[src/inc/axis_trig_pkg.sv]
// Purpose: Shared constants of the axis event trigger block.
// Assumes: 32-bit APB data, one aligned word per register.
// Notes: Field positions are bit indices inside the register word.
package axis_trig_pkg;
   // ==========================================================
   // Sizes.
   localparam int AXES_DEF = 8;
   localparam int TASKS_DEF = 8;
   localparam int AXES_MAX = 8;
   localparam int TASKS_MAX = 8;
   localparam int ADDR_W = 8;
   localparam int INT_W = 17;
   // ==========================================================
   // Register offsets (byte addresses).
   localparam logic [7:0] OFS_TRIG_SET = 8'h00;
   localparam logic [7:0] OFS_EVENT_STATE = 8'h04;
   localparam logic [7:0] OFS_CYCLE = 8'h08;
   localparam logic [7:0] OFS_IDX_QUAL = 8'h0C;
   localparam logic [7:0] OFS_INT_STATUS = 8'h10;
   localparam logic [7:0] OFS_INT_MASK = 8'h14;
   localparam logic [7:0] OFS_ERR_WRITE = 8'h18;
   localparam logic [7:0] OFS_ERR_SEL = 8'h1C;
   localparam logic [7:0] OFS_ERR_STATE = 8'h20;
   // ==========================================================
   // Trigger setting codes, two bits per axis.
   localparam logic [1:0] SET_ZERO = 2'h0;
   localparam logic [1:0] SET_PLUS = 2'h1;
   localparam logic [1:0] SET_MINUS = 2'h3;
   // ==========================================================
   // Field positions.
   localparam int CYC_HOME_LSB = 0;
   localparam int CYC_REG_LSB = 8;
   localparam int CYC_FOL_LSB = 16;
   localparam int INT_TRAP_BIT = 16;
   localparam int ERRW_TASK_LSB = 0;
   localparam int ERRW_AXIS_LSB = 4;
   localparam int ERRW_NUM_LSB = 8;
   localparam int ERRW_REMOTE_BIT = 16;
   localparam int ERRS_TRAP_BIT = 16;
   // ==========================================================
   // Reset values.
   localparam logic [31:0] REG_RST = 32'h0000_0000;
   localparam logic [7:0] ERR_NONE = 8'h00;
   localparam logic [3:0] AXIS_NONE = 4'h0;
endpackage

[src/rtl/event_conditioner.sv]
// Purpose: Synchronise one pin and report its level and its edges.
// Assumes: The pin is asynchronous to MCLK.
// Notes: A change counts once the second and third stages agree.
`timescale 1ns/100ps
module event_conditioner (
   // Clock and reset.
   input wire logic clk_i,
   input wire logic rst_i,
   // Pin.
   input wire logic din_i,
   // Conditioned level and edge pulses.
   output logic level_o,
   output logic rise_o,
   output logic fall_o
);
   logic s1_r;
   logic s2_r;
   logic s3_r;
   logic level_r;
   wire agree = (s2_r == s3_r);

   // ==========================================================
   // Three-stage synchroniser; only the second stage reads the first.
   always_ff @(posedge clk_i) begin
      if (rst_i) begin
         s1_r <= 1'b0;
         s2_r <= 1'b0;
         s3_r <= 1'b0;
         level_r <= 1'b0;
      end else begin
         s1_r <= din_i;
         s2_r <= s1_r;
         s3_r <= s2_r;
         if (agree) begin
            level_r <= s3_r;
         end
      end
   end

   // Edge pulses last one cycle, in the cycle before the level turns.
   assign rise_o = agree & s3_r & ~level_r;
   assign fall_o = agree & ~s3_r & level_r;
   assign level_o = level_r;
endmodule

[src/rtl/axis_event_trigger_select.sv]
// Purpose: Per-axis event trigger conditioning, polarity and enable, plus task error records.
// Assumes: APB slave with one wait state; event and index pins are asynchronous.
// Notes: Axis number n is bit n-1 of every one-bit per-axis field; its trigger code sits at bits 2n-1:2n-2.
//
// Our own choices: the APB register port and the register addresses.
`timescale 1ns/100ps
module axis_event_trigger_select #(
   parameter int AXES = axis_trig_pkg::AXES_DEF,
   parameter int TASKS = axis_trig_pkg::TASKS_DEF
) (
   // Clock and reset.
   input wire logic MCLK_I,
   input wire logic RST_I,
   // APB slave.
   input wire logic PSEL_I,
   input wire logic PENABLE_I,
   input wire logic PWRITE_I,
   input wire logic [axis_trig_pkg::ADDR_W-1:0] PADDR_I,
   input wire logic [31:0] PWDATA_I,
   output logic [31:0] PRDATA_O,
   output logic PREADY_O,
   output logic PSLVERR_O,
   // Axis pins.
   input wire logic [AXES-1:0] EVENT_I,
   input wire logic [AXES-1:0] INDEX_I,
   // Trigger, trap and interrupt outputs.
   output logic [AXES-1:0] HOME_TRIG_O,
   output logic [AXES-1:0] REG_INDEX_O,
   output logic [TASKS-1:0] TRAP_O,
   output logic IRQ_O
);
   // ==========================================================
   // Elaboration check.
   if (AXES < 1 || AXES > axis_trig_pkg::AXES_MAX || TASKS < 1 || TASKS > axis_trig_pkg::TASKS_MAX) begin : g_bad
      $error("AXES and TASKS must lie between one and eight.");
   end

   // ==========================================================
   // Declarations.
   logic pready_r;
   logic pslverr_r;
   logic [31:0] prdata_r;
   logic [2*AXES-1:0] trig_code_r;
   wire [2*AXES-1:0] trig_code_nxt;
   logic [AXES-1:0] home_run_r;
   logic [AXES-1:0] regm_run_r;
   logic [AXES-1:0] fol_run_r;
   logic [AXES-1:0] idx_qual_r;
   logic [axis_trig_pkg::INT_W-1:0] sts_r;
   logic [axis_trig_pkg::INT_W-1:0] mask_r;
   logic [2:0] err_sel_r;
   logic irq_r;
   logic [AXES-1:0] home_trig_r;
   logic [AXES-1:0] reg_trig_r;
   wire [AXES-1:0] ev_level;
   wire [AXES-1:0] ev_rise;
   wire [AXES-1:0] ev_fall;
   wire [AXES-1:0] idx_rise;
   wire [AXES-1:0] code_zero;
   wire [AXES-1:0] code_minus;
   wire [AXES-1:0] home_fire;
   wire [AXES-1:0] reg_fire;
   wire [TASKS-1:0] trap_take;
   wire [TASKS-1:0] disarmed;
   wire [8*TASKS-1:0] err_num_all;
   wire [4*TASKS-1:0] err_axis_all;

   // ==========================================================
   // APB decode. One wait state lets read data come from a flop.
   wire access = PSEL_I & PENABLE_I;
   wire take = access & pready_r;
   wire wr_en = take & PWRITE_I;
   wire hit_trig = (PADDR_I == axis_trig_pkg::OFS_TRIG_SET);
   wire hit_state = (PADDR_I == axis_trig_pkg::OFS_EVENT_STATE);
   wire hit_cyc = (PADDR_I == axis_trig_pkg::OFS_CYCLE);
   wire hit_qual = (PADDR_I == axis_trig_pkg::OFS_IDX_QUAL);
   wire hit_sts = (PADDR_I == axis_trig_pkg::OFS_INT_STATUS);
   wire hit_mask = (PADDR_I == axis_trig_pkg::OFS_INT_MASK);
   wire hit_errw = (PADDR_I == axis_trig_pkg::OFS_ERR_WRITE);
   wire hit_esel = (PADDR_I == axis_trig_pkg::OFS_ERR_SEL);
   wire hit_est = (PADDR_I == axis_trig_pkg::OFS_ERR_STATE);
   wire addr_hit = hit_trig | hit_state | hit_cyc | hit_qual | hit_sts | hit_mask | hit_errw | hit_esel | hit_est;
   wire wr_trig = wr_en & hit_trig;
   wire wr_cyc = wr_en & hit_cyc;
   wire wr_qual = wr_en & hit_qual;
   wire wr_sts = wr_en & hit_sts;
   wire wr_mask = wr_en & hit_mask;
   wire wr_err = wr_en & hit_errw;
   wire wr_esel = wr_en & hit_esel;

   // ==========================================================
   // Selected task readback; an absent task reads as zero.
   wire sel_ok = ({29'h0, err_sel_r} < TASKS);
   wire [7:0] sel_num = sel_ok ? err_num_all[{err_sel_r, 3'h0} +: 8] : axis_trig_pkg::ERR_NONE;
   wire [3:0] sel_axis = sel_ok ? err_axis_all[{err_sel_r, 2'h0} +: 4] : axis_trig_pkg::AXIS_NONE;
   wire sel_dis = sel_ok ? disarmed[err_sel_r] : 1'b0;
   wire [31:0] err_state = {15'h0, sel_dis, 4'h0, sel_axis, sel_num};

   // Read multiplexer; unmapped addresses read zero and flag an error.
   wire [31:0] rd_mux = hit_trig ? 32'(trig_code_r) :
                        hit_state ? 32'(ev_level) :
                        hit_cyc ? {8'h0, 8'(fol_run_r), 8'(regm_run_r), 8'(home_run_r)} :
                        hit_qual ? 32'(idx_qual_r) :
                        hit_sts ? 32'(sts_r) :
                        hit_mask ? 32'(mask_r) :
                        hit_esel ? 32'(err_sel_r) :
                        hit_est ? err_state :
                        axis_trig_pkg::REG_RST;

   always_ff @(posedge MCLK_I) begin
      if (RST_I) begin
         pready_r <= 1'b0;
         pslverr_r <= 1'b0;
         prdata_r <= axis_trig_pkg::REG_RST;
      end else begin
         pready_r <= access & ~pready_r;
         pslverr_r <= access & ~pready_r & ~addr_hit;
         if (access & ~pready_r) begin
            prdata_r <= rd_mux;
         end
      end
   end

   // ==========================================================
   // Register next values. A trigger clears its cycle bit ahead of any write.
   wire [AXES-1:0] reg_run = regm_run_r | fol_run_r;
   wire [AXES-1:0] home_run_nxt = (wr_cyc ? PWDATA_I[axis_trig_pkg::CYC_HOME_LSB +: AXES] : home_run_r) & ~home_fire;
   wire [AXES-1:0] regm_run_nxt = (wr_cyc ? PWDATA_I[axis_trig_pkg::CYC_REG_LSB +: AXES] : regm_run_r) & ~reg_fire;
   wire [AXES-1:0] fol_run_nxt = (wr_cyc ? PWDATA_I[axis_trig_pkg::CYC_FOL_LSB +: AXES] : fol_run_r) & ~reg_fire;
   wire [axis_trig_pkg::INT_W-1:0] sts_clr = wr_sts ? PWDATA_I[axis_trig_pkg::INT_W-1:0] : '0;
   wire [axis_trig_pkg::INT_W-1:0] int_set = {|trap_take, 8'(reg_fire), 8'(home_fire)};
   // Set wins over the write-one clear so an event in the clearing cycle survives.
   wire [axis_trig_pkg::INT_W-1:0] sts_nxt = (sts_r & ~sts_clr) | int_set;

   always_ff @(posedge MCLK_I) begin
      if (RST_I) begin
         trig_code_r <= '0;
         home_run_r <= '0;
         regm_run_r <= '0;
         fol_run_r <= '0;
         idx_qual_r <= '0;
         sts_r <= '0;
         mask_r <= '0;
         err_sel_r <= 3'h0;
         irq_r <= 1'b0;
         home_trig_r <= '0;
         reg_trig_r <= '0;
      end else begin
         trig_code_r <= trig_code_nxt;
         home_run_r <= home_run_nxt;
         regm_run_r <= regm_run_nxt;
         fol_run_r <= fol_run_nxt;
         if (wr_qual) begin
            idx_qual_r <= PWDATA_I[AXES-1:0];
         end
         sts_r <= sts_nxt;
         if (wr_mask) begin
            mask_r <= PWDATA_I[axis_trig_pkg::INT_W-1:0];
         end
         if (wr_esel) begin
            err_sel_r <= PWDATA_I[2:0];
         end
         irq_r <= |(sts_r & mask_r);
         home_trig_r <= home_fire;
         reg_trig_r <= reg_fire;
      end
   end

   // ==========================================================
   // Per-axis trigger logic.
   for (genvar a = 0; a < AXES; a++) begin : g_axis
      logic home_arm_r;
      logic reg_arm_r;
      wire [1:0] code = trig_code_r[2*a +: 2];
      wire [1:0] new_code = PWDATA_I[2*a +: 2];
      wire new_zero = (new_code != axis_trig_pkg::SET_PLUS) & (new_code != axis_trig_pkg::SET_MINUS);
      wire is_minus = (code == axis_trig_pkg::SET_MINUS);
      // Any code other than plus or minus one behaves as zero.
      assign code_zero[a] = ~is_minus & (code != axis_trig_pkg::SET_PLUS);
      assign code_minus[a] = is_minus;
      // A disabling write is dropped while a registration move runs.
      assign trig_code_nxt[2*a +: 2] = (wr_trig & ~(reg_run[a] & new_zero)) ? new_code : code;
      // Zero and plus both home on the active edge.
      wire home_edge = is_minus ? ev_fall[a] : ev_rise[a];
      wire reg_edge = code_zero[a] ? 1'b0 : (is_minus ? ev_fall[a] : ev_rise[a]);

      event_conditioner u_ev (
         .clk_i(MCLK_I),
         .rst_i(RST_I),
         .din_i(EVENT_I[a]),
         .level_o(ev_level[a]),
         .rise_o(ev_rise[a]),
         .fall_o(ev_fall[a])
      );
      event_conditioner u_idx (
         .clk_i(MCLK_I),
         .rst_i(RST_I),
         .din_i(INDEX_I[a]),
         .level_o(),
         .rise_o(idx_rise[a]),
         .fall_o()
      );

      // With index qualification the event only arms; the next index edge fires.
      always_ff @(posedge MCLK_I) begin
         if (RST_I | ~home_run_r[a] | home_fire[a]) begin
            home_arm_r <= 1'b0;
         end else if (home_edge) begin
            home_arm_r <= 1'b1;
         end
      end
      always_ff @(posedge MCLK_I) begin
         if (RST_I | ~reg_run[a] | reg_fire[a]) begin
            reg_arm_r <= 1'b0;
         end else if (reg_edge) begin
            reg_arm_r <= 1'b1;
         end
      end
      assign home_fire[a] = home_run_r[a] & (idx_qual_r[a] ? (home_arm_r & idx_rise[a]) : home_edge);
      assign reg_fire[a] = reg_run[a] & (idx_qual_r[a] ? (reg_arm_r & idx_rise[a]) : reg_edge);
   end

   // ==========================================================
   // Per-task error records.
   wire [2:0] ew_task = PWDATA_I[axis_trig_pkg::ERRW_TASK_LSB +: 3];
   wire [7:0] ew_num = PWDATA_I[axis_trig_pkg::ERRW_NUM_LSB +: 8];
   wire ew_remote = PWDATA_I[axis_trig_pkg::ERRW_REMOTE_BIT];
   // A remote trap names no axis, so its recorded axis reads zero.
   wire [3:0] ew_axis = ew_remote ? axis_trig_pkg::AXIS_NONE : PWDATA_I[axis_trig_pkg::ERRW_AXIS_LSB +: 4];

   for (genvar t = 0; t < TASKS; t++) begin : g_task
      logic [7:0] num_r;
      logic [3:0] axis_r;
      logic dis_r;
      wire sel = wr_err & (ew_task == 3'(t));
      wire clr = sel & (ew_num == axis_trig_pkg::ERR_NONE);
      // A disarmed task ignores new errors until it is cleared.
      assign trap_take[t] = sel & (ew_num != axis_trig_pkg::ERR_NONE) & ~dis_r;
      always_ff @(posedge MCLK_I) begin
         if (RST_I | clr) begin
            num_r <= axis_trig_pkg::ERR_NONE;
            axis_r <= axis_trig_pkg::AXIS_NONE;
            dis_r <= 1'b0;
         end else if (trap_take[t]) begin
            num_r <= ew_num;
            axis_r <= ew_axis;
            dis_r <= 1'b1;
         end
      end
      assign err_num_all[8*t +: 8] = num_r;
      assign err_axis_all[4*t +: 4] = axis_r;
      assign disarmed[t] = dis_r;

   end

   // ==========================================================
   // Outputs.
   assign PRDATA_O = prdata_r;
   assign PREADY_O = pready_r;
   assign PSLVERR_O = pslverr_r;
   assign HOME_TRIG_O = home_trig_r;
   assign REG_INDEX_O = reg_trig_r;
   assign TRAP_O = disarmed;
   assign IRQ_O = irq_r;

   wire [AXES-1:0] zero_home = home_run_r & ~idx_qual_r & ev_rise & code_zero;
   wire [AXES-1:0] qual_wait = idx_qual_r & ~idx_rise;
   wire rd_state = take & ~PWRITE_I & hit_state;
   // The edge that the present code selects; zero homes like plus.
   wire [AXES-1:0] pol_edge = (code_minus & ev_fall) | (~code_minus & ev_rise);
   wire [AXES-1:0] plain_miss = ~idx_qual_r & ~pol_edge;
endmodule

[config.mk]
export PLATFORM = sky130hd
export DESIGN_NAME = axis_event_trigger_select
export DESIGN_NICKNAME = d
export VERILOG_FILES = /design/src/inc/axis_trig_pkg.sv /design/src/rtl/event_conditioner.sv /design/src/rtl/axis_event_trigger_select.sv
export SDC_FILE = /design/constraint.sdc
export NUM_CORES = 1
export LEC_CHECK = 0
export BUFFER_PORTS_ARGS = -buffer_cell sky130_fd_sc_hd__buf_2
export CAP_MARGIN = 20
export CORE_MARGIN = 5
export CORE_UTILIZATION = 55
export DETAILED_ROUTE_END_ITERATION = 10
export MAX_ROUTING_LAYER = met4
export PLACE_DENSITY = 0.84
export REMOVE_ABC_BUFFERS = 1
export SKIP_LAST_GASP = 1
export SYNTH_ARGS = -nofsm -noshare
export SYNTH_HDL_FRONTEND = slang
export SYNTH_SLANG_ARGS = --single-unit
[constraint.sdc]
create_clock -name MCLK_I -period 3.5 [get_ports MCLK_I]
set_clock_uncertainty 0.2 [all_clocks]
set_input_delay 0.35 -clock MCLK_I [delete_from_list [all_inputs] [get_ports MCLK_I]]
set_output_delay 0.35 -clock MCLK_I [all_outputs]
set_load 0.01 [all_outputs]
## After elaboration in Yosys (flattened, before gate mapping)

Index checks and enable logic that the tools add are counted.

| cells by class | value |
|---|---|
| add/subtract/negate cells | 0 |
| $mul | 0 |
| divide/modulo/power cells | 0 |
| order comparisons | 1 |
| equal/unequal tests | 63 |
| shifts and indexed selects | 2 |
| muxes and demuxes | 47 |
| bitwise operators | 280 |
| reductions and logical operators | 6 |

Operator list:

| cell | number |
|---|---|
| bitwise AND 1 bit | 156 |
| two-way mux 17 bit | 6 |
| two-way mux 24 bit | 3 |
| NOT 1 bit | 66 |
| indexed part select 64 x 7 -> 8 bit | 1 |
| bitwise OR 1 bit | 48 |
| bitwise AND 17 bit | 2 |
| two-way mux 1 bit | 33 |
| == test 8 x 5 -> 1 bit, second input constant | 4 |
| != test 2 x 1 -> 1 bit, second input constant | 16 |
| indexed part select 32 x 6 -> 4 bit | 1 |
| bitwise AND 8 bit | 3 |
| two-way mux 8 bit | 3 |
| NOT 17 bit | 1 |
| bitwise OR 17 bit | 1 |
| OR reduction 17 bit | 1 |
| == test 1 bit | 16 |
| == test 2 bit, second input constant | 8 |
| == test 8 x 4 -> 1 bit, second input constant | 2 |
| logical NOT 8 bit | 2 |
| != test 2 bit, second input constant | 8 |
| NOT 8 bit | 2 |
| == test 3 bit, second input constant | 4 |
| == test 8 x 3 -> 1 bit, second input constant | 1 |
| 10 further kinds | 11 |

| storage, ports and cells | value |
|---|---|
| flip-flop bits (word level) | 320 |
| bits in latches | 0 |
| bits in writable memories | 0 |
| bits in read-only memories | 0 |
| bits of input ports | 61 |
| word-level logic and storage cells | 524 |
| memories | 0 |

## Logic depth before layout (Yosys ltp)

| depth | value |
|---|---|
| depth in word-level cells | 11 |
| gate-level depth with buffers | 8 |
| mapped depth without buffers | 7 |

## By module

Synthesis repeated with hierarchy kept, for this count alone.

| unflattened totals | value |
|---|---|
| cell total of the unflattened synthesis | 1488 |
| area total of the unflattened synthesis | 13833.3 um2 |

By module, submodules not included:

| module | times used | cells each | area each (um2) | seq. area each (um2) |
|---|---|---|---|---|
| axis_event_trigger_select | 1 | 1248 | 11350.9 | 4964.8 |
| event_conditioner | 16 | 15 | 155.1 | 80.1 |

## Worst setup path after synthesis

OpenSTA, ideal clock, no wires.

| timing | value |
|---|---|
| kind | input to register |
| from | input port PADDR_I[1] (netlist bit) |
| to | register g_task[3].num_r[0] |
| library setup time | 0.117 ns |
| arrival | 2.019 ns |
| path slack | 1.163 ns |
| stages on the path | 8 |
| buffers on the path | 3 |
| cells stage by stage | or4_1 buf_4 nor4_4 and4_1 buf_4 buf_12 mux2i_1 nor2_1 |

| between the ends | value |
|---|---|
| longest elaborated chain between the ends | 5 |
| elaborated cells on any way between the ends | 7 |

Ends and longest elaborated chain:

| element | line | source |
|---|---|---|
| from (decl) | axis_event_trigger_select.sv:18 | `input wire logic [axis_trig_pkg::ADDR_W-1:0] PADDR_I,` |
| == test 8 x 5 -> 1 bit (*) | axis_event_trigger_select.sv:79 | `wire hit_errw = (PADDR_I == axis_trig_pkg::OFS_ERR_WRITE);` |
| bitwise AND 1 bit (*) | axis_event_trigger_select.sv:88 | `wire wr_err = wr_en & hit_errw;` |
| bitwise AND 1 bit (*) | axis_event_trigger_select.sv:235 | `wire sel = wr_err & (ew_task == 3'(t));` |
| bitwise AND 1 bit (on tied branches) | axis_event_trigger_select.sv:238, axis_event_trigger_select.sv:236 |  |
| bitwise AND 1 bit / bitwise OR 1 bit (equally long branches) | axis_event_trigger_select.sv:238, axis_event_trigger_select.sv:240 |  |
| to (signal assigned) | axis_event_trigger_select.sv:241 | `num_r <= axis_trig_pkg::ERR_NONE;` |
| to (signal assigned) | axis_event_trigger_select.sv:245 | `num_r <= ew_num;` |
| to (decl) | axis_event_trigger_select.sv:232 | `logic [7:0] num_r;` |

Mark *: on every way between the ends. The rest lies on a longest branch, timed or not.
A chain may end at the register's enable or synchronous reset.

## Worst setup path after layout

| timing | value |
|---|---|
| from | register pready_r (netlist: PREADY_O) |
| to | register g_task[4].num_r[4] |

| between the ends | value |
|---|---|
| longest elaborated chain between the ends | 6 |
| elaborated cells on any way between the ends | 8 |

Ends and longest elaborated chain:

| element | line | source |
|---|---|---|
| from (decl) | axis_event_trigger_select.sv:40 | `logic pready_r;` |
| from (signal assigned) | axis_event_trigger_select.sv:116 | `pready_r <= access & ~pready_r;` |
| bitwise AND 1 bit (*) | axis_event_trigger_select.sv:71 | `wire take = access & pready_r;` |
| bitwise AND 1 bit (*) | axis_event_trigger_select.sv:72 | `wire wr_en = take & PWRITE_I;` |
| bitwise AND 1 bit (*) | axis_event_trigger_select.sv:88 |  |
| bitwise AND 1 bit (*) | axis_event_trigger_select.sv:235 |  |
| bitwise AND 1 bit (on tied branches) | axis_event_trigger_select.sv:238, axis_event_trigger_select.sv:236 |  |
| bitwise AND 1 bit / bitwise OR 1 bit (equally long branches) | axis_event_trigger_select.sv:238, axis_event_trigger_select.sv:240 |  |
| to (signal assigned) | axis_event_trigger_select.sv:241 |  |
| to (signal assigned) | axis_event_trigger_select.sv:245 |  |
| to (decl) | axis_event_trigger_select.sv:232 |  |

Marks and branches as above.

==> results.yml <==
critical_path:
  path_buf_inv: 0
  critPathTopFamily: "simple AND/OR/NAND/NOR gates"
  r2r_setup_slack_ns: 0.93
  crit_cells: 5
  reg2reg_depth: 5
  slowest_delay_ns: 0.89
  cp.arrival_ns: 2.76
  critical_path_class: "register to register"
  slowest_stage: "or4_1"
  path_cells: "and4_1, nand4_2, or4_1, nand2_1, a21oi_1"
  worstPathRequired_ns: 3.69
  cp-start-kind: "register"
  r2r_end: "g_task[4].num_r[4]"
  crit_fanout: 12
  worstReg2RegStart: "PREADY_O"
  endpoint_kind: "register"
  cp-startpoint: "PREADY_O"
placement:
  preCtsSetupSlack_ns: 0.655
  dp_hpwl_um: 27000
  place_area_um2: 14400
  port_buffers: 103
  gp_congestion: 0.996
sta:
  rsz0062_at_grt: "no"
  maxSlewViolCount: 0
  timing.hold.ws_ns: 0.0498
  worstMarginPinSlew_ns: 0.847
  max_freq_ghz: 0.389
  fin_tns_setup_ns: 0
  finalCritPeriodShare: 0.735
  period_minus_slack_ns: 2.57
  fin_ws_ns: 0.927
  hold_viol: 0
  setup_viol: 0
  slew_headroom: 0.434
power:
  p_leak_nw: 6.25
  p_per_area_nw_per_um2: 468
  ir_drop_mv: 0.411
clock_network:
  htreeDepth: 2
  clock_latency_ns: 0.51
  cts_sinks: 312
  cts_buffer_depth: 3
  root_buffer: "clkbuf_16"
  cts_repair_resize_count: 0
  numCtsBuffers: 34
  cts_tree: "built"
  path_clk_slew_ns: 0.06
worst_hold_path:
  min_path_type: "primary input to register"
  worstHoldStart: "PWDATA_I[0]"
  hold_end: "mask_r[0]"
  worstHoldPathCells: 3
synthesis:
  synthCells: 1500
  synth-edff-count: 0
  synth.area.mux_share: 0.127
  synth-async-reset-ratio: 0
  yosys-top-cells-area: "dfxtp_1 (46%), mux2i_1 (7.5%), nand2_1 (6.0%), nor2_1 (4.4%), a21oi_1 (4.4%)"
  synth_area_per_cell_um2: 9.07
  synth_top_area_cell: "dfxtp_1"
  yosys.area_share.simple: 0.197
  synth_top_family_by_area: "simple AND/OR/NAND/NOR gates"
  synthTopCellsByCount: "dfxtp_1 (312), nand2_1 (217), nor2_1 (161), a21oi_1 (120), mux2i_1 (102)"
  yosys_warnings: 0
  yosysSeqAreaShare: 0.459
  synthXorXnorAreaFrac: 0
  synth_top_area_frac: 0.459
  netlist_area_um2: 13600
  synth-seq-cells: 312
  yosysUniqueCellTypes: 64
  synth_compound_area_frac: 0.144
  synth.most_common_cell: "dfxtp_1"
  synth_flop_cell: "dfxtp_1"
  yosys.area_share.adder: 0.0221
global_routing:
  grt_max_degree: 79
  grt-ovfl-total: 0
  grt_pass1_vias: 11600
  grt_first_pass_wirelength_um: 61700
  grt_usage: 0.280
  antenna_found_initial: 0
run_status:
  status: "complete, no violations"
route:
  routedWlPerCell_um: 20.3
  drtIter0Drc: 1680
  route.detailed.drc: 0
  first_pass_iters: 8
  drt-total-wl_um: 39600
  drtAntennaViolNets: 0
  via_count: 11900
  vias_per_cell: 6.11
final_layout:
  nFillCells: 1928
  area_growth_syn_to_layout_pct: 15.7
  fin_util: 0.647
  diodes: 0
  drive_gt1_frac: 0.156
  finalNetCount: 1690
  stdcell_area_um2: 15700
die:
  die-width_um: 167
  ios: 120
  die_area_um2: 28000
  core.rowCount: 57
  chipHeight_um: 167
  core_um2: 24300
  initial_core_util: 0.560
flow_run:
  max_cap_viol_count: 0
## final cells by class
type	count	area (um2)	share of cell area
multi-input combinational	1046	6730	0.427
inverter	38	143	0.00906
timing repair buffer	173	1160	0.0735
clock inverter	3	21.3	0.00135
sequential	312	6250	0.397
tap	324	405	0.0257
clock buffer	53	1040	0.0663
## metal layers
layer,track usage,vias to the layer above,wire (um)
met2,0.452,720,18600
met4,0.118,0,1740
li1,-,5438,-
met1,0.344,5601,14800
met3,0.0552,140,4410
met5,-,-,0
## layout by cell type, fill, tap and decap left out, drive strengths merged, types with 4 or more instances in the layout
master	netlist	final
dfxtp	312	312
nand2	217	217
nor2	163	163
buf	56	144
a21oi	120	120
mux2i	102	102
nor2b	66	66
clkbuf	55	53
inv	38	39
o21ai	33	33
dlygate4sd3	0	29
a22oi	27	27
mux4	26	26
ha	24	24
nand3	22	22
and3	19	19
o211ai	19	19
o22ai	15	15
nor3	15	15
a2bb2oi	12	12
a21o	12	12
nand2b	11	11
a31o	11	11
mux2	11	11
nor4b	10	10
a221oi	10	10
a31oi	9	9
and2	8	8
conb	1	8
nand4	8	8
or4	7	7
o21a	7	7
and4	6	6
nor4	6	6
o31ai	5	5
a22o	5	5
o221ai	4	4
or2	4	4
## worst min-delay path, cell delays in order
cell     delay [ns]
buf_2          0.20
nand2_1        0.09
a21oi_1        0.06
## kinds of logic after synthesis
kind of cell | after synthesis
and+or+nand+nor | 569
DFF | 312
AOI/OAI and AO/OA | 306
buffers and inverters | 149
muxes | 139
adders and majority gates | 24
other | 1
## sequential cells by signal, summed over array words and instances, names as in the netlist, 8 cells and up
name / flops
g_task.num_r: 64
g_task.axis_r: 32
PRDATA_O: 24
mask_r: 17
sts_r: 17
trig_code_r: 16
HOME_TRIG_O: 8
REG_INDEX_O: 8
fol_run_r: 8
g_axis.home_arm_r: 8
g_axis.reg_arm_r: 8
g_axis.u_ev.level_o: 8
g_axis.u_ev.s1_r: 8
g_axis.u_ev.s2_r: 8
g_axis.u_ev.s3_r: 8
g_axis.u_idx.level_o: 8
g_axis.u_idx.s1_r: 8
g_axis.u_idx.s2_r: 8
g_axis.u_idx.s3_r: 8
g_task.dis_r: 8
home_run_r: 8
idx_qual_r: 8
regm_run_r: 8
## report_power, final
part	total [W]	switching, W	internal (W)
clock network	0.00343	0.00139	0.00204
logic	0.000341	0.000226	0.000115
registers	0.00359	0.0000132	0.00358
## timing repair
item / in CTS / in global routing
setup buffers: 0 / 0
hold buffers: 29 / 0
hold endpoints to repair: 40 / 0
## stage by stage
step                      cells  total power (W)
after global routing       1949          0.00758
after CTS                  1949          0.00738
after detailed placement   1864          0.00397
after floorplan            1396          0.00378
after global placement     1864          0.00397
final                      1949          0.00736
## how the worst max path moves through the flow
stage,endpoint,slack [ns]
after global routing,g_task[4].num_r[4],0.89
final,g_task[4].num_r[4],0.93
after global placement,g_task[4].axis_r[1],0.70
after CTS,g_task[4].num_r[4],0.98
after detailed placement,g_task[4].num_r[5],0.65
after floorplan,home_run_r[0],0.24
Note: power is estimated with default switching activity, not from simulation.
